[src/hw/xm_defines.svh]
// Purpose: offsets, field positions, reset values and timing counts of the transmitter register map
// Assumes: offsets are holding register numbers as seen by the serial host
// Notes:   definitions only
`ifndef XM_DEFINES_SVH
`define XM_DEFINES_SVH
// register numbers
`define XM_OFS_MT_STATUS  16'h0040
`define XM_OFS_DP_STATUS  16'h0041
`define XM_OFS_SP_STATUS  16'h0042
`define XM_OFS_PT_STATUS  16'h0043
`define XM_OFS_CFG_COUNT  16'h0054
`define XM_OFS_DP_SCALED  16'h0074
`define XM_OFS_SP_SCALED  16'h0075
`define XM_OFS_PT_SCALED  16'h0076
`define XM_OFS_XSTAT0     16'h0077
`define XM_OFS_XSTAT1     16'h0078
`define XM_OFS_XSTAT2     16'h0079
`define XM_OFS_MAX_SCALE  16'h007D
`define XM_OFS_SCROLL     16'h007E
`define XM_OFS_DISP_LO    16'h007F
`define XM_OFS_DISP_HI    16'h0080
`define XM_OFS_TURN       16'h0083
`define XM_OFS_FLOAT      16'h0084
`define XM_OFS_BAUD       16'h0085
`define XM_OFS_TMODE      16'h0086
`define XM_OFS_SENSOR     16'h0087
`define XM_OFS_FRAME_ERR  16'h0091
`define XM_OFS_OVERRUN    16'h0093
// status byte fields
`define XM_QUAL_MSB       7
`define XM_QUAL_LSB       6
`define XM_LIM_MSB        5
`define XM_LIM_LSB        4
// writable display item bits
`define XM_DISP_MASK      32'h0007_3FBF
// reset values
`define XM_RST_SCROLL     16'h0003
`define XM_RST_DISP       32'h0000_0001
`define XM_RST_TURN       16'h0000
`define XM_RST_MAX_SCALE  16'h7FFF
`define XM_RST_FLOAT      2'h0
`define XM_RST_BAUD       3'h4
`define XM_RST_SENSOR     1'h0
// value limits
`define XM_FLOAT_MAX      16'h0003
`define XM_BAUD_MIN       16'h0001
`define XM_BAUD_MAX       16'h0005
// timing
`define XM_CLK_HZ         40000000
`define XM_CLK_PERIOD_NS  25
`define XM_MS_NS          1000000
`define XM_SEC_MS         1000
`define XM_BAUD_1         1200
`define XM_BAUD_2         2400
`define XM_BAUD_3         4800
`define XM_BAUD_4         9600
`define XM_BAUD_5         19200
`endif

[src/hw/xm_pkg.sv]
// Purpose: shared types of the transmitter register map
// Assumes: nothing
// Notes:   used as xm_pkg::name
package xm_pkg;
   typedef enum logic [1:0] {Q_BAD = 2'b00, Q_POOR = 2'b01, Q_MANUAL = 2'b10, Q_GOOD = 2'b11} quality_type;
   typedef enum logic [1:0] {L_NONE = 2'b00, L_LOW = 2'b01, L_HIGH = 2'b10, L_CONST = 2'b11} limit_type;
   typedef enum logic [1:0] {TM_FIXED = 2'b00, TM_NORMAL = 2'b01, TM_BACKUP = 2'b10} temp_mode_type;
   typedef enum logic {TS_IDLE = 1'b0, TS_WAIT = 1'b1} turn_state_type;
endpackage

[src/hw/meas_status_if.sv]
// Purpose: carries one variable's quality and limit state to its status byte encoder
// Assumes: one instance per measured variable
// Notes:   src drives the state, enc returns the byte
`timescale 1ns/1ps
interface meas_status_if;
   xm_pkg::quality_type quality;
   xm_pkg::limit_type   limit;
   logic [7:0]          status;
   modport src (output quality, output limit, input status);
   modport enc (input quality, input limit, output status);
endinterface

[src/hw/status_encoder.sv]
// Purpose: packs quality and limit into a variable status byte
// Assumes: quality and limit settle in the same cycle
// Notes:   pure logic; the reader registers the byte
`timescale 1ns/1ps
`include "xm_defines.svh"
module status_encoder (
   meas_status_if.enc port
);
   // quality on top, limit below, low nibble always zero
   always_comb begin
      port.status = 8'h00;
      port.status[`XM_QUAL_MSB:`XM_QUAL_LSB] = port.quality;
      port.status[`XM_LIM_MSB:`XM_LIM_LSB]   = port.limit;
   end
endmodule

[src/hw/event_counter.sv]
// Purpose: saturating count of one-cycle error events
// Assumes: events come from logic on i_clk, one pulse per faulty character
// Notes:   holds at all ones so a host never sees a wrapped small value
`timescale 1ns/1ps
module event_counter #(
   parameter int W = 16
) (
   input  wire logic         i_clk,
   input  wire logic         i_srst,
   input  wire logic         i_event,
   output logic      [W-1:0] o_count
);
   if (W < 1) begin : g_chk
      $error("event_counter width must be positive");
   end

   // saturate instead of wrap
   always_ff @(posedge i_clk) begin
      if (i_srst) begin
         o_count <= '0;
      end else if (i_event && (o_count != {W{1'b1}})) begin
         o_count <= o_count + 1'b1;
      end
   end
endmodule

[src/hw/xm_reg_map.sv]
// Purpose: holding register map of the process transmitter as seen by the serial host
// Assumes: the protocol engine presents one read or write strobe per register, on i_clk
// Notes:   answer is a one-cycle ack in the next cycle, with err for refused accesses
`timescale 1ns/1ps
`include "xm_defines.svh"
// Function
// - Status byte quality in bits 7:6: poor 01, manual or fixed 10, good 11.
// - Status byte limit in bits 5:4: none 00, low 01, high 10, constant 11, low nibble zero.
// - Quality bits 00 mean bad, with the same limit encoding.
// - Process temperature status is read-only and shows that variable's live state.
// - Scaled integers of the three variables are read-only at consecutive registers.
// - Display option bits enable single items; only documented bits are kept.
// - Scroll time is read-write and counts seconds between display screens.
// - Turnaround delay is a host-written count of milliseconds before each reply.
// - Float byte order accepts codes 0 to 3 only.
// - Baud codes 1 to 5 give 1200, 2400, 4800, 9600 and 19200 bit/s.
// - Temperature mode codes are fixed 0, normal 1, backup 2.
// - Sensor type code 0 is four-wire, 1 is three-wire resistance sensor.
// - Framing errors of the serial port are counted, read-only.
// - Receive overruns of the serial port are counted, read-only.
module xm_reg_map #(
   parameter int MS_CYCLES = `XM_MS_NS / `XM_CLK_PERIOD_NS,
   parameter int SEC_MS    = `XM_SEC_MS
) (
   input  wire logic        i_clk,
   input  wire logic        i_srst,
   input  wire logic        i_reg_rd,
   input  wire logic        i_reg_wr,
   input  wire logic [15:0] i_reg_addr,
   input  wire logic [15:0] i_reg_wdata,
   output logic             o_reg_ack,
   output logic             o_reg_err,
   output logic      [15:0] o_reg_rdata,
   input  wire logic  [7:0] i_var_quality,
   input  wire logic  [7:0] i_var_limit,
   input  wire logic [15:0] i_dp_scaled,
   input  wire logic [15:0] i_sp_scaled,
   input  wire logic [15:0] i_pt_scaled,
   input  wire logic [47:0] i_xmtr_status,
   input  wire logic        i_frame_err,
   input  wire logic        i_overrun_err,
   input  wire logic        i_reply_req,
   output logic             o_reply_go,
   output logic             o_display_next,
   output logic      [31:0] o_display_items,
   output logic      [15:0] o_max_scale,
   output logic       [1:0] o_float_order,
   output logic      [15:0] o_baud_bit_cycles,
   output logic       [1:0] o_temp_mode,
   output logic             o_sensor_3wire
);
   if (MS_CYCLES < 2 || SEC_MS < 1) begin : g_chk
      $error("xm_reg_map timing parameters too small");
   end

   logic [15:0] scroll_r;
   logic [15:0] turn_r;
   logic  [2:0] baud_r;
   logic [15:0] cfg_count_r;
   logic [15:0] frame_cnt;
   logic [15:0] overrun_cnt;
   logic [31:0] ms_cnt_r;
   logic        ms_tick;
   logic [15:0] sec_ms_r;
   logic [15:0] scroll_cnt_r;
   logic [15:0] turn_cnt_r;
   logic [15:0] rdata_nxt;
   logic        hit;
   logic        wr_ok;
   logic  [7:0] status_byte [4];
   xm_pkg::turn_state_type turn_state_r;

   // accepted value check per writable register; returns 0 for read-only or unmapped
   function automatic logic write_ok(input logic [15:0] a, input logic [15:0] d);
      case (a)
         `XM_OFS_MAX_SCALE, `XM_OFS_SCROLL, `XM_OFS_DISP_LO, `XM_OFS_DISP_HI, `XM_OFS_TURN: write_ok = 1'b1;
         `XM_OFS_FLOAT:  write_ok = (d <= `XM_FLOAT_MAX);
         `XM_OFS_BAUD:   write_ok = (d >= `XM_BAUD_MIN) && (d <= `XM_BAUD_MAX);
         `XM_OFS_TMODE:  write_ok = (d <= 16'(xm_pkg::TM_BACKUP));
         `XM_OFS_SENSOR: write_ok = (d <= 16'h0001);
         default:        write_ok = 1'b0;
      endcase
   endfunction

   // bit period in clocks for a baud code
   function automatic logic [15:0] baud_cycles(input logic [2:0] c);
      case (c)
         3'h1:    baud_cycles = 16'(`XM_CLK_HZ / `XM_BAUD_1);
         3'h2:    baud_cycles = 16'(`XM_CLK_HZ / `XM_BAUD_2);
         3'h3:    baud_cycles = 16'(`XM_CLK_HZ / `XM_BAUD_3);
         3'h4:    baud_cycles = 16'(`XM_CLK_HZ / `XM_BAUD_4);
         default: baud_cycles = 16'(`XM_CLK_HZ / `XM_BAUD_5);
      endcase
   endfunction

   // one encoder per variable: module temp, dp, sp, pt
   genvar gi;
   for (gi = 0; gi < 4; gi++) begin : g_var
      meas_status_if st ();
      assign st.quality = xm_pkg::quality_type'(i_var_quality[2*gi+:2]);
      assign st.limit   = xm_pkg::limit_type'(i_var_limit[2*gi+:2]);
      assign status_byte[gi] = st.status;
      status_encoder u_enc (
         .port (st)
      );
   end

   event_counter #(.W(16)) u_frame (
      .i_clk   (i_clk),
      .i_srst  (i_srst),
      .i_event (i_frame_err),
      .o_count (frame_cnt)
   );

   event_counter #(.W(16)) u_overrun (
      .i_clk   (i_clk),
      .i_srst  (i_srst),
      .i_event (i_overrun_err),
      .o_count (overrun_cnt)
   );

   assign wr_ok = i_reg_wr && write_ok(i_reg_addr, i_reg_wdata);

   // read decode; live values are sampled in the strobe cycle
   always_comb begin
      rdata_nxt = 16'h0000;
      hit       = 1'b1;
      case (i_reg_addr)
         `XM_OFS_MT_STATUS: rdata_nxt = {8'h00, status_byte[0]};
         `XM_OFS_DP_STATUS: rdata_nxt = {8'h00, status_byte[1]};
         `XM_OFS_SP_STATUS: rdata_nxt = {8'h00, status_byte[2]};
         `XM_OFS_PT_STATUS: rdata_nxt = {8'h00, status_byte[3]};
         `XM_OFS_CFG_COUNT: rdata_nxt = cfg_count_r;
         `XM_OFS_DP_SCALED: rdata_nxt = i_dp_scaled;
         `XM_OFS_SP_SCALED: rdata_nxt = i_sp_scaled;
         `XM_OFS_PT_SCALED: rdata_nxt = i_pt_scaled;
         `XM_OFS_XSTAT0:    rdata_nxt = i_xmtr_status[47:32];
         `XM_OFS_XSTAT1:    rdata_nxt = i_xmtr_status[31:16];
         `XM_OFS_XSTAT2:    rdata_nxt = i_xmtr_status[15:0];
         `XM_OFS_MAX_SCALE: rdata_nxt = o_max_scale;
         `XM_OFS_SCROLL:    rdata_nxt = scroll_r;
         `XM_OFS_DISP_LO:   rdata_nxt = o_display_items[15:0];
         `XM_OFS_DISP_HI:   rdata_nxt = o_display_items[31:16];
         `XM_OFS_TURN:      rdata_nxt = turn_r;
         `XM_OFS_FLOAT:     rdata_nxt = {14'h0, o_float_order};
         `XM_OFS_BAUD:      rdata_nxt = {13'h0, baud_r};
         `XM_OFS_TMODE:     rdata_nxt = {14'h0, o_temp_mode};
         `XM_OFS_SENSOR:    rdata_nxt = {15'h0, o_sensor_3wire};
         `XM_OFS_FRAME_ERR: rdata_nxt = frame_cnt;
         `XM_OFS_OVERRUN:   rdata_nxt = overrun_cnt;
         default:           hit = 1'b0;
      endcase
   end

   // answer one cycle after the strobe; read-only, unmapped or out-of-range writes are refused
   always_ff @(posedge i_clk) begin
      if (i_srst) begin
         o_reg_ack   <= 1'b0;
         o_reg_err   <= 1'b0;
         o_reg_rdata <= 16'h0000;
      end else begin
         o_reg_ack   <= i_reg_rd || i_reg_wr;
         o_reg_err   <= (i_reg_rd && !hit) || (i_reg_wr && !wr_ok);
         o_reg_rdata <= (i_reg_rd && hit) ? rdata_nxt : 16'h0000;
      end
   end

   // configuration registers; a refused value leaves the old setting in force
   always_ff @(posedge i_clk) begin
      if (i_srst) begin
         o_max_scale     <= `XM_RST_MAX_SCALE;
         scroll_r        <= `XM_RST_SCROLL;
         o_display_items <= `XM_RST_DISP;
         turn_r          <= `XM_RST_TURN;
         o_float_order   <= `XM_RST_FLOAT;
         baud_r          <= `XM_RST_BAUD;
         o_temp_mode     <= xm_pkg::TM_NORMAL;
         o_sensor_3wire  <= `XM_RST_SENSOR;
      end else if (wr_ok) begin
         case (i_reg_addr)
            `XM_OFS_MAX_SCALE: o_max_scale <= i_reg_wdata;
            `XM_OFS_SCROLL:    scroll_r <= i_reg_wdata;
            `XM_OFS_DISP_LO:   o_display_items[15:0] <= i_reg_wdata & 16'(`XM_DISP_MASK);
            `XM_OFS_DISP_HI:   o_display_items[31:16] <= i_reg_wdata & 16'(`XM_DISP_MASK >> 16);
            `XM_OFS_TURN:      turn_r <= i_reg_wdata;
            `XM_OFS_FLOAT:     o_float_order <= i_reg_wdata[1:0];
            `XM_OFS_BAUD:      baud_r <= i_reg_wdata[2:0];
            `XM_OFS_TMODE:     o_temp_mode <= i_reg_wdata[1:0];
            `XM_OFS_SENSOR:    o_sensor_3wire <= i_reg_wdata[0];
            default:           o_max_scale <= o_max_scale;
         endcase
      end
   end

   // change counter wraps; host only needs to see that it moved
   always_ff @(posedge i_clk) begin
      if (i_srst) begin
         cfg_count_r <= 16'h0000;
      end else if (wr_ok) begin
         cfg_count_r <= cfg_count_r + 16'h0001;
      end
   end

   // bit period follows the baud code
   always_ff @(posedge i_clk) begin
      if (i_srst) begin
         o_baud_bit_cycles <= baud_cycles(`XM_RST_BAUD);
      end else begin
         o_baud_bit_cycles <= baud_cycles(baud_r);
      end
   end

   // free running millisecond prescaler shared by scroll and turnaround
   always_ff @(posedge i_clk) begin
      if (i_srst || ms_tick) begin
         ms_cnt_r <= 32'h0000_0000;
      end else begin
         ms_cnt_r <= ms_cnt_r + 32'h0000_0001;
      end
   end
   assign ms_tick = (ms_cnt_r == 32'(MS_CYCLES - 1));

   // seconds then screens; a zero scroll time freezes the display
   always_ff @(posedge i_clk) begin
      if (i_srst) begin
         sec_ms_r       <= 16'h0000;
         scroll_cnt_r   <= 16'h0000;
         o_display_next <= 1'b0;
      end else begin
         o_display_next <= 1'b0;
         if (ms_tick) begin
            if (sec_ms_r == 16'(SEC_MS - 1)) begin
               sec_ms_r <= 16'h0000;
               if (scroll_r != 16'h0000 && scroll_cnt_r >= scroll_r - 16'h0001) begin
                  scroll_cnt_r   <= 16'h0000;
                  o_display_next <= 1'b1;
               end else begin
                  scroll_cnt_r <= scroll_cnt_r + 16'h0001;
               end
            end else begin
               sec_ms_r <= sec_ms_r + 16'h0001;
            end
         end
      end
   end

   // reply holdoff: whole ms ticks after the request, so the wait is turn_r-1 to turn_r ms
   always_ff @(posedge i_clk) begin
      if (i_srst) begin
         turn_state_r <= xm_pkg::TS_IDLE;
         turn_cnt_r   <= 16'h0000;
         o_reply_go   <= 1'b0;
      end else begin
         o_reply_go <= 1'b0;
         case (turn_state_r)
            xm_pkg::TS_IDLE: begin
               if (i_reply_req) begin
                  if (turn_r == 16'h0000) begin
                     o_reply_go <= 1'b1;
                  end else begin
                     turn_cnt_r   <= turn_r;
                     turn_state_r <= xm_pkg::TS_WAIT;
                  end
               end
            end
            xm_pkg::TS_WAIT: begin
               if (ms_tick) begin
                  if (turn_cnt_r == 16'h0001) begin
                     o_reply_go   <= 1'b1;
                     turn_state_r <= xm_pkg::TS_IDLE;
                  end
                  turn_cnt_r <= turn_cnt_r - 16'h0001;
               end
            end
            default: turn_state_r <= xm_pkg::TS_IDLE;
         endcase
      end
   end
endmodule

[config.mk]
export PLATFORM = sky130hd
export DESIGN_NAME = xm_reg_map
export DESIGN_NICKNAME = d
export VERILOG_FILES = /design/src/hw/xm_pkg.sv /design/src/hw/meas_status_if.sv /design/src/hw/status_encoder.sv /design/src/hw/event_counter.sv /design/src/hw/xm_reg_map.sv
export VERILOG_INCLUDE_DIRS = /design/src /design/src/hw
export SDC_FILE = /design/constraint.sdc
export NUM_CORES = 1
export LEC_CHECK = 0
export BUFFER_PORTS_ARGS = -buffer_cell sky130_fd_sc_hd__buf_2
export CORE_MARGIN = 8
export CORE_UTILIZATION = 56
export DETAILED_ROUTE_END_ITERATION = 8
export PLACE_DENSITY = 0.81
export SLEW_MARGIN = 20
export SYNTH_ARGS = -nofsm -noshare
export SYNTH_HDL_FRONTEND = slang
export SYNTH_SLANG_ARGS = --single-unit
[constraint.sdc]
create_clock -name i_clk -period 3.6 [get_ports i_clk]
set_clock_uncertainty 0.15 [all_clocks]
set_input_delay 0.36 -clock i_clk [delete_from_list [all_inputs] [get_ports i_clk]]
set_output_delay 0.36 -clock i_clk [all_outputs]
set_load 0.005 [all_outputs]
# Yosys cells after proc, flatten, opt, wreduce, memory -nomap -nowiden
# Cells that the tools add are included.
[op_classes]
bitwise_logic = 4
addsub = 8
n_reduce_logical = 30
order_cmp = 6
n_mux = 21
eq_ne = 34
[ops]
columns = ["operator", "count"]
rows = [
  ["$pmux W16 S22", 1],
  ["$eq A16 B7 Y1 const B", 14],
  ["$eq A16 B8 Y1 const B", 8],
  ["$add A16 B1 Y16 const B", 5],
  ["$mux W16", 5],
  ["$pmux W16 S4", 1],
  ["$add A32 B1 Y32 const B", 1],
  ["$eq A32 B16 Y1 const B", 1],
  ["$le A16 B2 Y1 const B", 2],
  ["$ne A16 B16 Y1 const B", 2],
  ["$pmux W16 S2", 1],
  ["$sub A16 B1 Y16 const B", 2],
  ["$reduce_or A22 Y1", 1],
  ["$reduce_and A2 Y1", 10],
  ["$eq A16 B1 Y1 const B", 1],
  ["$eq A16 B10 Y1 const B", 1],
  ["$ge A16 B1 Y1 const B", 1],
  ["$ge A16 B16 Y1", 1],
  ["$le A16 B1 Y1 const B", 1],
  ["$le A16 B3 Y1 const B", 1],
  ["$logic_not A16 Y1", 1],
  ["$reduce_bool A16 Y1", 1],
  ["$mux W1", 10],
  ["$logic_and A1 B1 Y1", 8],
  ["other kinds (13)", 23],
]
[word_totals]
in_bits = 151
out_inout_bits = 89
register_bits = 237

# Depth between registers and ports, before layout
[logic_depth]
ltp_word = 7
depth_mapped = 14
depth_no_buf = 13

# Cells and area by module
# From an unflattened synthesis, not the netlist that was laid out.
[unflattened]
hier_cells = 1558
area_unflattened_um2 = 12578.3
[by_module_without_submodules]
columns = ["mod", "area_per_inst_um2", "seq_area_each_um2", "cells_per_inst", "instances"]
rows = [
  ["xm_reg_map", 10626.4, 4003.8, 1324, 1],
  ["event_counter", 848.3, 320.3, 99, 2],
  ["status_encoder", 63.8, 0.0, 9, 4],
]

# Least setup slack after synthesis
# Ideal clock, no wire load.
[synth_path]
path_type = "reg2reg"
from = "register scroll_r[0]"
to = "register scroll_cnt_r[10]"
arrival_ps = 2868
path_slack_ps = 455
n_path_buf = 1
synth_period_minus_slack_ps = 3145
stages_incl_launch_ff = 15
t_required_ps = 3322
setup_time_ps = 128
path_cell_list = "dfxtp_1 -> inv_1 -> ha_1 -> nor3b_1 -> nand2_1 -> nor4_1 -> xnor2_1 -> ha_1 -> nand4_1 -> nor2_1 -> o2111ai_1 -> o211ai_1 -> a31o_2 -> clkbuf_1 -> nor2_1"
[synth_via]
elab_chain_cells = 4
elab_cells_between_ends = 5
cone_classes = "1 x add/sub; 1 x order compare; 1 x mux; 2 x reduce/logical"
[synth_rtl]
columns = ["element", "line", "text"]
rows = [
  ["from (decl)", "xm_reg_map.sv:56", "logic [15:0] scroll_r;"],
  ["from (signal assigned)", "xm_reg_map.sv:172", "scroll_r <= `XM_RST_SCROLL;"],
  ["from (signal assigned)", "xm_reg_map.sv:182", "`XM_OFS_SCROLL: scroll_r <= i_reg_wdata;"],
  ["$sub A16 B1 Y16", "xm_reg_map.sv:234", "if (scroll_r != 16'h0000 && scroll_cnt_r >= scroll_r - 16'h0001) begin"],
  ["$ge A16 B16 Y1", "xm_reg_map.sv:234", ""],
  ["$logic_and A1 B1 Y1 *", "xm_reg_map.sv:234", ""],
  ["$mux W16 *", "xm_reg_map.sv:234", ""],
  ["to (signal assigned)", "xm_reg_map.sv:238", "scroll_cnt_r <= scroll_cnt_r + 16'h0001;"],
  ["to (decl)", "xm_reg_map.sv:65", "logic [15:0] scroll_cnt_r;"],
]
# Every way passes the cells marked *; elsewhere a longest branch is shown, timed or not.
# A chain may end at the register's enable or synchronous reset.

# Worst setup path in the final report
[layout_path]
from = "register scroll_r[4]"
to = "register scroll_cnt_r[3]"
# The elaborated chain is that of the path after synthesis.

==> flow_summary.json <==
{
  "dp.cells": 1975,
  "tritoncts": "yes",
  "min_period_over_period_pct": 93.5,
  "grt_first_pass_wirelength_mm": 64.9,
  "gpl.final_weighted_congestion": 0.971,
  "regToRegSetupSlack_ns": 0.24,
  "synthDistinctLibCells": 76,
  "finish.net_count": 1909,
  "timing.final.hold_violations": 0,
  "worst_path_max_delay_cell": "sky130_fd_sc_hd__nor4_1",
  "drv_slew": 0,
  "viasPerCell": 6.40,
  "fp.dieArea_um2": 27200,
  "max_slew_margin_pct": 31.5,
  "fp-row-count": 54,
  "tritoncts_num_sinks": 232,
  "final_common_cell": "sky130_fd_sc_hd__dfxtp_1",
  "rsz0062_at_grt": "false",
  "dp.final_hpwl_mm": 31.6,
  "wire_per_inst_um": 20.8,
  "ys_dominant_reg_cell": "sky130_fd_sc_hd__dfxtp_1",
  "largest_net_degree_at_the_start_of_global_routing": 64,
  "totalNegativeSetupSlack_ns": 0,
  "final_cell_count_no_fill": 2030,
  "crit_path_max_incr_delay_ns": 0.40,
  "synth_enable_flop_cells": 0,
  "tightest_slew_ns": 1.03,
  "post-cts-setup-buffer-count": 0,
  "critical_path.max_fanout": 12,
  "numPortBuffers": 222,
  "worst_ir_drop_vdd_mv": 0.308,
  "initial_antenna_violation_count": 0,
  "coreArea_um2": 21800,
  "min_path_type": "input pin to flop",
  "yosys_register_bits": 232,
  "dieWidth_um": 165,
  "fillCellCount": 1809,
  "cp.required_ns": 3.85,
  "crit_arrival_ns": 3.61,
  "layout-drive-gt1-share_pct": 19.2,
  "routed_wl_mm": 42.2,
  "power.leakage_nw": 5.61,
  "route.vias.total": 13000,
  "cts_buffers": 25,
  "insertedDiodeCount": 0,
  "fin_util_pct": 67.3,
  "clkTransAtPathRegs_ns": 0.06,
  "layout_overhead_on_the_synthesized_area_pct": 18.1,
  "setup.worst_path.start_class": "flop",
  "max_freq_mhz": 297,
  "yosysWarningCount": 0,
  "clockBufferDepth": 3,
  "grt_pass1_vias": 12100,
  "cell_area_synth_um2": 12400,
  "report.final.setup_viol": 0,
  "cts-root-buf": "sky130_fd_sc_hd__clkbuf_16",
  "effective_utilization_at_floorplan_pct": 57.0,
  "synth_seq_area_share_pct": 37.3,
  "fin_crit_ns": 3.36,
  "chipHeight_um": 165,
  "ant_nets": 0,
  "h-tree-depth": 1,
  "asyncSetResetFlopFracSynth_pct": 0,
  "grt_remaining_overflow": 0,
  "max-cap-violations": 0,
  "criticalPathCategory": "flop to flop",
  "ioPinCount": 240,
  "postSynthCellCount": 1527,
  "commonest_cells_after_routing_fill_and_taps_aside": "sky130_fd_sc_hd__dfxtp_1, sky130_fd_sc_hd__buf_2, sky130_fd_sc_hd__nand2_1",
  "dr.pass1.iters": 8,
  "route.detailed.drc": 0,
  "detailedRoute.firstIterationViolations": 1644,
  "powerDensity_nw_per_um2": 378,
  "endpoint_kind": "flop",
  "clock_latency_at_the_later_pin_of_the_worst_skew_pair_ns": 0.53,
  "path_common_cell": "sky130_fd_sc_hd__nor2_1",
  "gr-usage-all-layers_pct": 29.5,
  "path_cells": "nor4_1 -> nor2b_1 -> nand2_1 -> nor3_1 -> xnor2_1 -> ha_1 -> nand4_1 -> nor2_1 -> o2111ai_1 -> o211ai_1 -> a31o_2 -> nor2_1",
  "status": "finished, final reports clean",
  "synthesis.area_per_instance_um2": 8.14
}
[power by group]
group | switching, mW | internal, mW
sequential | 0.0139 | 2.58
clock | 1.07 | 1.56
combinational | 0.199 | 0.123
[worst max-delay path, delay by kind of cell, from the launching register on]
kind	cells	cell delay, ns
AND/OR/NAND/NOR	7	1.44
AO/OA/AOI/OAI	3	0.85
flip-flops	1	0.37
adder cells (fa/ha/maj)	1	0.30
XOR/XNOR	1	0.11
[timing repair]
item / CTS / global route
endpoints found under the hold margin: 25 / 0
resized for setup: 0 / 0
hold buffers: 10 / 0
[metal layers]
layer | global-route usage (%) | wire length (um)
met1 | 40.2 | 17200
met3 | 6.28 | 5060
met2 | 45.6 | 18700
met5 | 0 | 0
met4 | 9.71 | 1270
[flip-flops by register name, indices dropped and copies added, names as in the netlist, 3 cells and up]
name and count:
baud_r 3, cfg_count_r 16, ms_cnt_r 32, o_baud_bit_cycles 11
o_display_items 16, o_max_scale 16, o_reg_rdata 16, scroll_cnt_r 16
scroll_r 16, sec_ms_r 16, turn_cnt_r 16, turn_r 16
u_frame.o_count 16, u_overrun.o_count 16
[per-stage QoR]
stage / setup WS, ns / total power, mW / area, um^2 / hold slack, ns
floorplan: 0.455 / 2.80 / 12500 / 0.280
global placement: 0.376 / 2.95 / 13800 / 0.297
detailed placement: 0.294 / 2.95 / 13800 / 0.306
CTS: 0.278 / 5.55 / 14700 / 0.00135
global route: 0.000826 / 5.69 / 14700 / 0.0190
finish: 0.236 / 5.54 / 14700 / 0.0123
[cell families (layout without fill, tap and decap cells)]
| group | after synthesis | after routing | synth area share (%) |
|---|---|---|---|
| simple gates | 691 | 691 | 28.3 |
| compound gates | 320 | 320 | 17.6 |
| flops | 232 | 232 | 37.3 |
| buf+inv | 139 | 346 | 5.11 |
| xor+xnor | 94 | 94 | 6.62 |
| fa+ha+maj | 26 | 26 | 2.62 |
| mux | 24 | 24 | 2.40 |
| other cells | 1 | 17 | 0.0302 |
[worst paths after layout]
path	startpoint	to	cells past startpoint
setup reg to reg	scroll_r[4]	scroll_cnt_r[3]	12
hold reg to reg	o_display_items[5]	o_display_items[5]	2
hold / removal	i_pt_scaled[14]	o_reg_rdata[14]	3
setup / recovery	scroll_r[4]	scroll_cnt_r[3]	12
[final cells by class]
| cell class | instances | area [um^2] | share of cell area [%] |
|---|---|---|---|
| sequential | 232 | 4640 | 31.6 |
| timing repair buffer | 270 | 1500 | 10.2 |
| inverter | 31 | 116 | 0.793 |
| multi-input combinational | 1172 | 7240 | 49.3 |
| tap | 280 | 350 | 2.39 |
| clock buffer | 34 | 689 | 4.70 |
| clock inverter | 11 | 138 | 0.937 |
[synth_stat cells, types with 14 or more instances]
library cell               count  area, um^2
sky130_fd_sc_hd__xnor2_1      53         464
sky130_fd_sc_hd__nand3_1      72         360
sky130_fd_sc_hd__dfxtp_1     232        4640
sky130_fd_sc_hd__nor2_1      147         552
sky130_fd_sc_hd__and3_1       33         206
sky130_fd_sc_hd__clkbuf_1     67         251
sky130_fd_sc_hd__o21ai_0      24         120
sky130_fd_sc_hd__ha_1         26         325
sky130_fd_sc_hd__a221oi_1     21         184
sky130_fd_sc_hd__nor3_1       32         160
sky130_fd_sc_hd__or4_1        25         188
sky130_fd_sc_hd__nor4_1       36         225
sky130_fd_sc_hd__a31oi_1      14        87.6
sky130_fd_sc_hd__a22o_1       23         201
sky130_fd_sc_hd__o31ai_1      16         120
sky130_fd_sc_hd__a22oi_1      30         225
sky130_fd_sc_hd__a21oi_1     109         546
sky130_fd_sc_hd__xor2_1       41         359
sky130_fd_sc_hd__nand2b_1     14        87.6
sky130_fd_sc_hd__buf_4        21         158
sky130_fd_sc_hd__inv_1        31         116
sky130_fd_sc_hd__nand2_1     209         785
sky130_fd_sc_hd__nand4_1      41         257
Power figures use the tool's default switching activity.
